### src/pkg/opsc_pkg.sv
`default_nettype none
package opsc_pkg;
  // Clock and timing
  localparam longint CLK_HZ = 250_000_000;
  localparam longint HOLD_TIME_MS = 2000; // Mode key long press
  localparam longint IDLE_TIME_MS = 2000; // Locked warning fallback
  localparam longint SAVE_TIME_MS = 10000; // Delayed store of frequency
  localparam longint DEB_TIME_MS = 5; // Key and dial debounce
  localparam int unsigned HOLD_CYC = 32'(CLK_HZ / 1000 * HOLD_TIME_MS);
  localparam int unsigned IDLE_CYC = 32'(CLK_HZ / 1000 * IDLE_TIME_MS);
  localparam int unsigned SAVE_CYC = 32'(CLK_HZ / 1000 * SAVE_TIME_MS);
  localparam int unsigned DEB_CYC = 32'(CLK_HZ / 1000 * DEB_TIME_MS);

  // Register byte offsets
  localparam logic [7:0] CFG_OFS = 8'h00;
  localparam logic [7:0] MODE_OFS = 8'h04;
  localparam logic [7:0] FREQ_OFS = 8'h08;
  localparam logic [7:0] STAT_OFS = 8'h0c;
  localparam logic [7:0] STORE_OFS = 8'h10;

  // CFG field positions
  localparam int RUNDIR_POS = 0;
  localparam int LANG_POS = 1;
  localparam int LOCKSEL_POS = 4;
  localparam int STEP_POS = 8;
  localparam int BUZZ_POS = 12;
  localparam int CONTRAST_POS = 16;
  // MODE field positions
  localparam int EXTSEL_POS = 0;
  localparam int WPROT_POS = 16;
  localparam int MSPEED_POS = 20;
  // STAT field positions
  localparam int ST_LOCK_POS = 0;
  localparam int ST_WARN_POS = 1;
  localparam int ST_PEND_POS = 2;
  localparam int ST_PU_POS = 3;
  localparam int ST_LIST_POS = 4;

  // Reset values
  localparam logic RUNDIR_RST = 1'b0;
  localparam logic [2:0] LANG_RST = 3'h1;
  localparam logic [3:0] LOCKSEL_RST = 4'h0;
  localparam logic [2:0] STEP_RST = 3'h0;
  localparam logic BUZZ_RST = 1'b1;
  localparam logic [5:0] CONTRAST_RST = 6'h3a;
  localparam logic [15:0] EXTSEL_RST = 16'h270f;
  localparam logic [1:0] WPROT_RST = 2'h0;
  localparam logic MSPEED_RST = 1'b0;

  // Panel operation selection values
  localparam logic [3:0] LOCK_SET_NOLOCK = 4'h0;
  localparam logic [3:0] LOCK_POT_NOLOCK = 4'h1;
  localparam logic [3:0] LOCK_SET_LOCK = 4'ha;
  localparam logic [3:0] LOCK_POT_LOCK = 4'hb;

  // Frequency in 0.01 Hz units
  localparam int FREQ_W = 20;
  localparam logic [19:0] FREQ_RST = 20'h00000;
  localparam logic [19:0] FREQ_MAX = 20'h09c40;
  localparam logic [19:0] FREQ_HIRES = 20'h02710; // 100.00
  localparam logic [19:0] SPEED_HIRES = 20'h186a0; // 1000.00
  localparam logic [19:0] STEP_0P01 = 20'h00001;
  localparam logic [19:0] STEP_0P10 = 20'h0000a;
  localparam logic [19:0] STEP_1P00 = 20'h00064;
  localparam logic [19:0] STEP_10P0 = 20'h003e8;
  localparam logic [2:0] STEP_CODE_MAX = 3'h4;
  localparam int CLICKS_PER_TURN = 24;

  // Debounced input index
  localparam int KEY_N = 6;
  localparam int K_MODE = 0;
  localparam int K_SET = 1;
  localparam int K_RUN = 2;
  localparam int K_STOP = 3;
  localparam int K_UP = 4;
  localparam int K_DOWN = 5;
endpackage
`default_nettype wire
### src/core/opsc_debounce.sv
`timescale 1ns/1ps
`default_nettype none
module opsc_debounce import opsc_pkg::*; #(
  parameter int unsigned STABLE_CYC = DEB_CYC
) (
  input wire logic sys_clk, // System clock
  input wire logic reset_n, // Async reset, active low
  input wire logic rawIn, // Raw contact level
  output logic cleanOut // Debounced level
);
  logic [31:0] cnt_r;

  // Follow the input only after it stays put for the whole window
  always_ff @(posedge sys_clk or negedge reset_n) begin
    if (!reset_n) begin
      cnt_r <= 32'h0;
      cleanOut <= 1'b0;
    end else if (rawIn == cleanOut) begin
      cnt_r <= 32'h0;
    end else if (cnt_r >= STABLE_CYC - 1) begin
      cnt_r <= 32'h0;
      cleanOut <= rawIn;
    end else begin
      cnt_r <= cnt_r + 32'h1;
    end
  end
endmodule
`default_nettype wire

### src/core/opsc_panel.sv
// Our own choices: the APB interface to the registers and the placing of the registers.
`timescale 1ns/1ps
`default_nettype none
module opsc_panel import opsc_pkg::*; #(
  parameter int unsigned HOLD_CYCLES = HOLD_CYC, // Long press time
  parameter int unsigned IDLE_CYCLES = IDLE_CYC, // Warning idle time
  parameter int unsigned SAVE_CYCLES = SAVE_CYC, // Store delay
  parameter int unsigned DEB_CYCLES = DEB_CYC // Debounce window
) (
  input wire logic sys_clk, // 250 MHz clock
  input wire logic reset_n, // Async reset, active low
  input wire logic psel, // APB select
  input wire logic penable, // APB enable
  input wire logic pwrite, // APB direction
  input wire logic [7:0] paddr, // APB byte address
  input wire logic [31:0] pwdata, // APB write data
  output logic [31:0] prdata, // APB read data
  output logic pready, // APB ready
  output logic pslverr, // APB error
  input wire logic modeKey, // Mode key contact
  input wire logic setKey, // Set key contact
  input wire logic runKey, // Run key contact
  input wire logic stopKey, // Stop key contact
  input wire logic dialUp, // Dial click, increase
  input wire logic dialDown, // Dial click, decrease
  input wire logic editSetFreq, // Set frequency being edited
  input wire logic keypadUnitPresent, // Plug-in keypad detected
  output logic runStart, // Start pulse
  output logic runReverse, // Direction for start
  output logic stopCmd, // Stop pulse
  output logic [19:0] runFreq, // Running frequency, 0.01 Hz
  output logic otherInc, // Dial up for other parameter
  output logic otherDec, // Dial down for other parameter
  output logic nvWrite, // Store pulse to memory
  output logic [19:0] nvData, // Frequency to store
  output logic lockInd, // Lock indication shown
  output logic lockWarn, // Locked warning shown
  output logic buzzerBeep, // Beep pulse
  output logic [5:0] lcdContrast, // Contrast level
  output logic [2:0] keypadLanguage, // Language code
  output logic contrastListed // Contrast in simple list
);
  logic [KEY_N-1:0] rawKeys;
  logic [KEY_N-1:0] cleanKeys;
  logic [KEY_N-1:0] prevKeys_r;
  logic [KEY_N-1:0] press;
  logic runDir_r;
  logic [2:0] lang_r;
  logic [3:0] lockSel_r;
  logic [2:0] stepCode_r;
  logic buzz_r;
  logic [5:0] contrast_r;
  logic [15:0] extSel_r;
  logic [1:0] wprot_r;
  logic mspeed_r;
  logic [19:0] setFreq_r;
  logic [19:0] setFreq_nxt;
  logic [19:0] editFreq_r;
  logic [19:0] editFreq_nxt;
  logic locked_r;
  logic holdDone_r;
  logic [31:0] holdCnt_r;
  logic [31:0] idleCnt_r;
  logic [31:0] saveCnt_r;
  logic savePend_r;
  logic apbWr;
  logic cfgWr;
  logic freqWr;
  logic potMode;
  logic lockAvail;
  logic dialAct;
  logic anyAct;
  logic [19:0] stepNow;

  // Effective dial step from code and display resolution
  function automatic logic [19:0] effStep(input logic [2:0] code, input logic [19:0] f,
                                          input logic speedSel);
    logic [19:0] s;
    s = STEP_0P01;
    case (code)
      3'h2: s = STEP_0P10;
      3'h3: s = STEP_1P00;
      3'h4: s = STEP_10P0;
      default: s = STEP_0P01;
    endcase
    if (f >= FREQ_HIRES && s < STEP_0P10) begin
      s = STEP_0P10;
    end
    if (speedSel && f >= SPEED_HIRES && s < STEP_1P00) begin
      s = STEP_1P00;
    end
    return s;
  endfunction

  // One click moves one step, clamped to range
  function automatic logic [19:0] stepFreq(input logic [19:0] f, input logic up,
                                           input logic [19:0] s);
    logic [20:0] sum;
    sum = {1'b0, f} + {1'b0, s};
    if (up) begin
      return (sum > {1'b0, FREQ_MAX}) ? FREQ_MAX : sum[19:0];
    end
    return (f > s) ? f - s : FREQ_RST;
  endfunction

  assign rawKeys = {dialDown, dialUp, stopKey, runKey, setKey, modeKey};

  // Contact bounce filtering on every key and dial input
  generate
    for (genvar i = 0; i < KEY_N; i++) begin : g_deb
      opsc_debounce #(.STABLE_CYC(DEB_CYCLES)) u_deb (
        .sys_clk(sys_clk),
        .reset_n(reset_n),
        .rawIn(rawKeys[i]),
        .cleanOut(cleanKeys[i])
      );
    end
  endgenerate

  // Rising edge of each debounced input is one event
  always_ff @(posedge sys_clk or negedge reset_n) begin
    if (!reset_n) begin
      prevKeys_r <= '0;
    end else begin
      prevKeys_r <= cleanKeys;
    end
  end
  assign press = cleanKeys & ~prevKeys_r;

  // Odd setting selects potentiometer style
  assign potMode = lockSel_r[0];
  assign lockAvail = lockSel_r[3];
  assign dialAct = press[K_UP] | press[K_DOWN];
  assign anyAct = dialAct | press[K_SET] | press[K_RUN] | press[K_MODE];
  assign stepNow = effStep(stepCode_r, editFreq_r, mspeed_r);

  // Bus decode; one wait state gives registered read data
  assign apbWr = psel & penable & pwrite & pready & ~pslverr;
  assign cfgWr = apbWr && paddr == CFG_OFS;
  assign freqWr = apbWr && paddr == FREQ_OFS;

  // APB answer, ready one cycle into the access phase
  always_ff @(posedge sys_clk or negedge reset_n) begin
    if (!reset_n) begin
      pready <= 1'b0;
      pslverr <= 1'b0;
      prdata <= 32'h0;
    end else if (psel && penable && !pready) begin
      pready <= 1'b1;
      pslverr <= 1'b0;
      prdata <= 32'h0;
      case (paddr)
        CFG_OFS: prdata <= {10'h0, contrast_r, 3'h0, buzz_r, 1'b0, stepCode_r,
                            lockSel_r, lang_r, runDir_r};
        MODE_OFS: prdata <= {11'h0, mspeed_r, 2'h0, wprot_r, extSel_r};
        FREQ_OFS: prdata <= {12'h0, setFreq_r};
        STAT_OFS: prdata <= {27'h0, contrastListed, keypadUnitPresent, savePend_r,
                             lockWarn, locked_r};
        STORE_OFS: prdata <= {12'h0, nvData};
        default: pslverr <= 1'b1;
      endcase
      if (pwrite && paddr == STAT_OFS) begin
        pslverr <= 1'b1; // Status is read only
      end
    end else begin
      pready <= 1'b0;
      pslverr <= 1'b0;
    end
  end

  // Panel settings; all but contrast gated by the extended display selection
  always_ff @(posedge sys_clk or negedge reset_n) begin
    if (!reset_n) begin
      runDir_r <= RUNDIR_RST;
      lang_r <= LANG_RST;
      lockSel_r <= LOCKSEL_RST;
      stepCode_r <= STEP_RST;
      buzz_r <= BUZZ_RST;
      contrast_r <= CONTRAST_RST;
    end else if (cfgWr) begin
      contrast_r <= pwdata[CONTRAST_POS +: 6];
      if (extSel_r == 16'h0) begin
        runDir_r <= pwdata[RUNDIR_POS];
        lang_r <= pwdata[LANG_POS +: 3];
        buzz_r <= pwdata[BUZZ_POS];
        // Out of range values leave the field unchanged
        case (pwdata[LOCKSEL_POS +: 4])
          LOCK_SET_NOLOCK, LOCK_POT_NOLOCK, LOCK_SET_LOCK, LOCK_POT_LOCK:
            lockSel_r <= pwdata[LOCKSEL_POS +: 4];
          default: lockSel_r <= lockSel_r;
        endcase
        if (pwdata[STEP_POS +: 3] <= STEP_CODE_MAX) begin
          stepCode_r <= pwdata[STEP_POS +: 3];
        end
      end
    end
  end

  // Mode register, always writable
  always_ff @(posedge sys_clk or negedge reset_n) begin
    if (!reset_n) begin
      extSel_r <= EXTSEL_RST;
      wprot_r <= WPROT_RST;
      mspeed_r <= MSPEED_RST;
    end else if (apbWr && paddr == MODE_OFS) begin
      extSel_r <= pwdata[EXTSEL_POS +: 16];
      wprot_r <= pwdata[WPROT_POS +: 2];
      mspeed_r <= pwdata[MSPEED_POS];
    end
  end

  // Mode key hold timer; fires once per continuous press
  always_ff @(posedge sys_clk or negedge reset_n) begin
    if (!reset_n) begin
      holdCnt_r <= 32'h0;
      holdDone_r <= 1'b0;
      locked_r <= 1'b0;
    end else if (!cleanKeys[K_MODE]) begin
      holdCnt_r <= 32'h0;
      holdDone_r <= 1'b0;
      if (!lockAvail) begin
        locked_r <= 1'b0; // Lock disappears with the selection
      end
    end else if (!holdDone_r) begin
      if (holdCnt_r >= HOLD_CYCLES - 1) begin
        holdDone_r <= 1'b1;
        if (lockAvail) begin
          locked_r <= ~locked_r;
        end
      end else begin
        holdCnt_r <= holdCnt_r + 32'h1;
      end
    end
  end

  // Locked warning; cleared after idle time without activity
  always_ff @(posedge sys_clk or negedge reset_n) begin
    if (!reset_n) begin
      idleCnt_r <= 32'h0;
      lockWarn <= 1'b0;
    end else if (!locked_r) begin
      idleCnt_r <= 32'h0;
      lockWarn <= 1'b0;
    end else if (anyAct && !holdDone_r) begin
      idleCnt_r <= 32'h0;
      lockWarn <= 1'b1;
    end else if (lockWarn) begin
      if (idleCnt_r >= IDLE_CYCLES - 1) begin
        lockWarn <= 1'b0;
        idleCnt_r <= 32'h0;
      end else begin
        idleCnt_r <= idleCnt_r + 32'h1;
      end
    end
  end

  // Dial editing of the frequency
  always_comb begin
    setFreq_nxt = setFreq_r;
    editFreq_nxt = editFreq_r;
    if (freqWr) begin
      setFreq_nxt = (pwdata[19:0] > FREQ_MAX) ? FREQ_MAX : pwdata[19:0];
      editFreq_nxt = setFreq_nxt;
    end
    if (!locked_r && editSetFreq && dialAct) begin
      editFreq_nxt = stepFreq(editFreq_r, press[K_UP], stepNow);
      if (potMode) begin
        setFreq_nxt = editFreq_nxt;
      end
    end
    if (!locked_r && !potMode && press[K_SET] && editSetFreq) begin
      setFreq_nxt = editFreq_r; // Set style confirms here
    end
  end

  always_ff @(posedge sys_clk or negedge reset_n) begin
    if (!reset_n) begin
      setFreq_r <= FREQ_RST;
      editFreq_r <= FREQ_RST;
    end else begin
      setFreq_r <= setFreq_nxt;
      editFreq_r <= editFreq_nxt;
    end
  end

  // Store timer restarts on each change, so only the settled value is written
  always_ff @(posedge sys_clk or negedge reset_n) begin
    if (!reset_n) begin
      saveCnt_r <= 32'h0;
      savePend_r <= 1'b0;
      nvWrite <= 1'b0;
      nvData <= FREQ_RST;
    end else begin
      nvWrite <= 1'b0;
      if (setFreq_nxt != setFreq_r) begin
        saveCnt_r <= 32'h0;
        savePend_r <= 1'b1;
      end else if (savePend_r) begin
        if (saveCnt_r >= SAVE_CYCLES - 1) begin
          savePend_r <= 1'b0;
          nvWrite <= 1'b1;
          nvData <= setFreq_r;
        end else begin
          saveCnt_r <= saveCnt_r + 32'h1;
        end
      end
    end
  end

  // Key actions toward the drive core
  always_ff @(posedge sys_clk or negedge reset_n) begin
    if (!reset_n) begin
      runStart <= 1'b0;
      runReverse <= RUNDIR_RST;
      stopCmd <= 1'b0;
      otherInc <= 1'b0;
      otherDec <= 1'b0;
      runFreq <= FREQ_RST;
    end else begin
      runStart <= press[K_RUN] & ~locked_r;
      runReverse <= runDir_r;
      stopCmd <= press[K_STOP];
      otherInc <= press[K_UP] & ~editSetFreq & ~locked_r;
      otherDec <= press[K_DOWN] & ~editSetFreq & ~locked_r;
      runFreq <= setFreq_r;
    end
  end

  // Keypad unit outputs; beep only on an accepted key press
  always_ff @(posedge sys_clk or negedge reset_n) begin
    if (!reset_n) begin
      buzzerBeep <= 1'b0;
      lcdContrast <= CONTRAST_RST;
      keypadLanguage <= LANG_RST;
      contrastListed <= 1'b0;
      lockInd <= 1'b0;
    end else begin
      buzzerBeep <= buzz_r & (press[K_STOP] | (anyAct & ~dialAct & ~locked_r));
      lcdContrast <= contrast_r;
      keypadLanguage <= lang_r;
      contrastListed <= keypadUnitPresent;
      lockInd <= locked_r;
    end
  end
endmodule
`default_nettype wire

### config.mk
export PLATFORM = sky130hd
export DESIGN_NAME = opsc_panel
export DESIGN_NICKNAME = d
export VERILOG_FILES = /design/src/pkg/opsc_pkg.sv /design/src/core/opsc_debounce.sv /design/src/core/opsc_panel.sv
export SDC_FILE = /design/constraint.sdc
export NUM_CORES = 1
export LEC_CHECK = 0
export BUFFER_PORTS_ARGS = -buffer_cell sky130_fd_sc_hd__clkbuf_2
export CAP_MARGIN = 30
export CORE_UTILIZATION = 45
export CTS_BUF_LIST = sky130_fd_sc_hd__clkbuf_2 sky130_fd_sc_hd__clkbuf_4 sky130_fd_sc_hd__clkbuf_8
export CTS_CLUSTER_SIZE = 30
export DETAILED_ROUTE_END_ITERATION = 10
export SLEW_MARGIN = 40
export SYNTH_ARGS = -nofsm -noshare
export SYNTH_HDL_FRONTEND = slang
export SYNTH_HIERARCHICAL = 1
export SYNTH_SLANG_ARGS = --single-unit
### constraint.sdc
create_clock -name sys_clk -period 6.55 [get_ports sys_clk]
set_input_delay 1.31 -clock sys_clk [delete_from_list [all_inputs] [get_ports sys_clk]]
set_output_delay 1.31 -clock sys_clk [all_outputs]
set_load 0.05 [all_outputs]
======== Word-level counts from Yosys, hierarchy flattened ========
Index checks and enable logic that the tools add are counted.
operators by class
  $add $sub $neg .......................... 11
  order comparisons ....................... 17
  eq/ne operators ......................... 24
  muxes and demuxes ....................... 61
  bitwise gates (word level) .............. 30
  reductions and logical operators ........ 39
operators by type and width
  operator               number
  $mux 32                22
  $add 32x1->32 const B  9
  $mux 20                13
  $ge 32x21->1 const B   6
  $pmux 22 s5            1
  $ge 32x29->1 const B   2
  $ge 32x32->1 const B   1
  $pmux 10 s3            1
  $mux 1                 24
  $add 20x20->21         1
  $gt 21x16->1 const B   1
  $ge 20x14->1 const B   1
  $ge 20x17->1 const B   1
  $gt 20x16->1 const B   1
  $gt 20x20->1           1
  $lt 20x4->1 const B    1
  $lt 20x7->1 const B    1
  $ne 20x20->1           1
  $sub 20x20->20         1
  $reduce_and 2->1       9
  $eq 8x4->1 const B     2
  $logic_not 16->1       1
  $logic_and 1x1->1      15
  $and 1x1->1            12
  23 further kinds       54
word-level totals
  bits in registers ....................... 473
  output and inout port bits .............. 93

======== Logic depth before layout (Yosys ltp) ========
  depth after elaboration ................. 19
  gate-level depth with buffers ........... 28

======== Modules after synthesis ========
Netlist, hierarchy kept.
modules (own cells, without submodules)
  module         instances  cells an instance  area an instance (um2)
  opsc_panel     1          1575               15019.4
  opsc_debounce  6          134                1457.6

======== Least setup slack after synthesis ========
No wires, ideal clock.
  path type ............................... register to register
  from .................................... register editFreq_r[13]
  to ...................................... register nvData[13]
  library setup time ...................... 0.128 ns
  data arrival time ....................... 5.304 ns
  setup slack ............................. 1.119 ns
  cell stages (with the launch flop) ...... 26
  period minus slack after synthesis ...... 5.431 ns
  path through ............................ dfrtp_1 > or2_2 > clkbuf_1 > nor3_1 > a21oi_1 > o21ai_0 > nand2_1 > a211o_1 > inv_1 > nor2_1 > ha_1 > buf_2 > nand4b_1 > a211oi_2 > o21ai_1 > and2_1 > o41ai_4 > o311ai_4 > nor3_2 > mux2i_1 > nand4_1 > nor4_4 > nand3_2 > inv_2 > buf_6 > mux2_1
on the way
  word-level cells in the longest chain between the ends .. 17
RTL lines
  what                                   RTL line           RTL
  start, declared                        opsc_panel.sv:58   logic [19:0] editFreq_r;
  start signal, assigned                 opsc_panel.sv:282  editFreq_r <= editFreq_nxt;
  $ge 20x14->1                           opsc_panel.sv:86   if (f >= FREQ_HIRES && s < STEP_0P10) begin
  $logic_and 1x1->1                      opsc_panel.sv:86
  $mux 20                                opsc_panel.sv:86
  $lt 20x7->1                            opsc_panel.sv:89   if (speedSel && f >= SPEED_HIRES && s < STEP_1P00) begin
  $logic_and 1x1->1                      opsc_panel.sv:89
  $mux 20                                opsc_panel.sv:89
  $add 20x20->21                         opsc_panel.sv:99   sum = {1'b0, f} + {1'b0, s};
  $gt 21x16->1                           opsc_panel.sv:101  return (sum > {1'b0, FREQ_MAX}) ? FREQ_MAX : sum[19:0];
  $mux 20                                opsc_panel.sv:101
  $mux 20                                opsc_panel.sv:100  if (up) begin
  $mux 20                                opsc_panel.sv:103  return (f > s) ? f - s : FREQ_RST;
  $mux 20                                opsc_panel.sv:267  if (potMode) begin
  $mux 20                                opsc_panel.sv:265  if (!locked_r && editSetFreq && dialAct) begin
  $mux 20 (*)                            opsc_panel.sv:271  if (!locked_r && !potMode && press[K_SET] && editSetFreq) begin
  $ne 20x20->1 (*)                       opsc_panel.sv:295  if (setFreq_nxt != setFreq_r) begin
  $not 1->1 (no source line) (*)         -
  $reduce_and 3->1 (no source line) (*)  -
  end signal, assigned                   opsc_panel.sv:302  nvData <= setFreq_r;
  end, declared                          opsc_panel.sv:35   output logic [19:0] nvData,
Every way passes the cells marked *; elsewhere a longest branch is shown, timed or not. The select of a mux whose other input is x is not followed.
A chain may end at the register's enable or synchronous reset.

======== Worst setup path in the final report ========
  from .................................... register editFreq_r[6]
  to ...................................... register nvData[19]
Same word-level chain as after synthesis.

==> results.md <==
* Total GRT Usage at 0.234
* Die X at between 200 and 250 microns
* Clk Latency, worst-skew pair at about 0.67 ns
* First-pass GRT wire length at 101 mm
* Syn. warnings at 6
* Avg WL per Cell at approximately 18 microns
* Worst slew margin at 0.506
* HP Start: lang_r[0]$_DFFE_PN1P_
* Placed insts at roughly 3,200
* Non-filler instance count after layout at ~3,300
* RR Startpoint: editFreq_r[6]$_DFFE_PN0P_
* TritonCTS sink count at 463
* Ys flop type: dfrtp_1
* Ant diodes at 0
* Crit. Startpoint: editFreq_r[6]$_DFFE_PN0P_
* Die area at 0.0537 sq mm
* EDFF count, synth at 0
* FMAX at ~160 MHz
* Max Slew Vio Count at 0
* Final Power at just under 0.008 W
* DP HPWL at 43.7 mm
* Run status: completed
* Via count at 19,100
* CP Launch Type: register
* Yosys reg bits at about 460
* CTS Root Cell: clkbuf_8
* Via-per-instance ratio at around 5.7
* Initial Utilization at 0.460
* Clock-pin slew on the worst setup and hold paths at about 0.06 ns
* Final Hold Fails at 0
* Peak supply drop at roughly 0.13 mV
* Post-Syn Area at around 0.024 sq mm
* Clock skew at about 0.026 ns
* Critical Path End Type: register
* Util after Layout at 0.526
* Worst slew pin tran at around 0.74 ns
* Worst Setup Path Type: register to register
* GP Congestion at about 1.0
* Filler Cell Count at 4,702
* DR iter-0 viols at ~1,600
* Num rows at slightly above 80
* Remaining antenna violation count after routing at 0
* Port bufs at between 100 and 150
* Final wirelength at 61.9 mm
* H-tree depth at 3
* R2R Setup Slk at 0.23 ns
* Leakage at between 10 and 15 nW
* Area delta synth->final at 14.6%
* CORE AREA at 0.0517 sq mm
* Post-CTS Hold Fix Bufs at 0
* Setup Fix Bufs, Post-CTS at 0
* CTS tree: done
* Layout cells sized above 1 at 0.173
* Tmin final at approximately 6.3 ns
* Initial antenna violation count at 1
* Crit Path Max Fanout at 7
* Asr flop ratio synth at 1.00
* Final period util at 0.964
* Clock buffer count from CTS at roughly 80
* Vias in the first global route at roughly 19,000
* Post-synthesis sequential area ratio at 0.489
* Multi-input gate area at about 0.012 sq mm
* Final setup vio count at 0
* Reg area at ~0.012 sq mm
* DRC at 0
* CP required at just over 7 ns
* TritonRoute pass-1 iters at 6
* Synth Instances at between 2,000 and 2,500
* Setup TNS at 0 ns
* Pwr dens at approximately 290 mW/mm^2
* Hold crit path type: register to register
* Netlist cell types at 95
* Synth Area per Inst at about 10 sq um
* CTS max path bufs at 3
* Chip Height at approximately 230 microns
* Post-CTS sizing at 0
* Number of max-cap violations at 0
* Overflow after GRT at 0
* Ports at between 100 and 150
* Largest net degree at the start of global routing at 147
* Nets at about 2,700
* CP Data Arrival Time at approximately 6.9 ns
* Hold WS at approximately 0.38 ns
-- stage by stage --
| step | instance area [sq um] | setup slack, ns |
|---|---|---|
| after floorplan | 24000 | 1.12 |
| after global placement | 25400 | 0.128 |
| after detailed placement | 25500 | 0.0849 |
| after CTS | 27100 | 0.0168 |
| after global routing | 27200 | -0.00736 |
| final | 27200 | 0.233 |
-- flip-flops by register name, indices dropped and copies added (netlist names), 3 cells and up --
name and flops:
g_deb.u_deb/cnt_r 192, holdCnt_r 32, idleCnt_r 32, saveCnt_r 32
prdata 22, editFreq_r 20, nvData 20, runFreq 20
setFreq_r 20, extSel_r 16, contrast_r 6, g_deb.u_deb/cleanOut 6
lcdContrast 6, prevKeys_r 6, lockSel_r 4, keypadLanguage 3
lang_r 3, stepCode_r 3
-- synth_stat cells (all sizes together) (29+ instances only) --
cell | instances | share of area
a21oi | 78 | 0.017
and2 | 52 | 0.014
buf | 47 | 0.016
clkbuf | 66 | 0.010
dfrtp | 444 | 0.47
ha | 29 | 0.015
inv | 65 | 0.010
mux2 | 59 | 0.030
nand2 | 186 | 0.029
nand3 | 87 | 0.019
nand4 | 94 | 0.025
nor2 | 307 | 0.048
nor3 | 51 | 0.011
nor4 | 53 | 0.015
o21ai | 95 | 0.020
xnor2 | 112 | 0.041
xor2 | 89 | 0.033
-- cell type report --
type | count | share of cell area
Sequential cell | 463 | 0.426
Clock inverter | 15 | 0.00308
Clock buffer | 125 | 0.0574
Inverter | 66 | 0.00910
Tap cell | 680 | 0.0313
Timing Repair Buffer | 193 | 0.0460
Multi-Input combinational cell | 1806 | 0.427
-- path summary, 6_finish.rpt --
kind,endpoint,cells past startpoint
max,nvData[19]$_DFFE_PN0P_,23
min,keypadLanguage[0]$_DFF_PN1_,0
max reg2reg,nvData[19]$_DFFE_PN0P_,23
min reg2reg,keypadLanguage[0]$_DFF_PN1_,0
max in group asynchronous,g_deb[2].u_deb/cnt_r[22]$_DFF_PN0_,3
min in group asynchronous,g_deb[4].u_deb/cnt_r[5]$_DFF_PN0_,1
-- kinds of logic after synthesis --
family | Yosys count | share of synthesized area
fa+ha+maj | 31 | 0.0170
flops | 463 | 0.489
mux | 73 | 0.0354
xor+xnor | 201 | 0.0741
other cells | 7 | 0.00111
buf+inv | 179 | 0.0369
compound gates | 449 | 0.141
simple gates | 976 | 0.206
-- critical path, cell delays in order, from the launching register on --
cell      delay [ns]
dfrtp_1         0.48
nor4_1          0.40
o21ai_0         0.19
a211oi_2        0.34
a21oi_1         0.07
nor2_1          0.09
a211o_1         0.21
inv_1           0.12
nor2_1          0.16
ha_1            0.30
nand4b_1        0.24
a211oi_2        0.38
o21ai_1         0.22
and2_1          0.25
o41ai_4         0.45
o311a_2         0.41
nand3_1         0.14
o21ai_0         0.35
nand4_1         0.21
nor4_4          0.41
nand3_2         0.17
inv_2           0.13
buf_12          0.13
mux2_2          0.33
-- metal layers --
layer  share of wire  global-route usage
met5         0.00015                   0
met4           0.034              0.0919
met3           0.060              0.0430
met2            0.46               0.372
met1            0.44               0.315
-- cells in the final DEF (no fill, tap or decap), drive strengths merged, types with 53 or more instances in the layout --
cell and n:
buf 69, nand3 87, xnor2 112, dfrtp 444, a21oi 78, o21ai 95
nor4 53, nand2 186, mux2 59, conb 76, xor2 89, inv 66
nand4 94, nor2 307, clkbuf 249
-- report_power, final --
group          internal (W)  switching [W]
registers           0.00301       0.000206
logic              0.000676        0.00122
clock network       0.00151        0.00119
total               0.00520        0.00262
(Power assumes the default switching activity.)
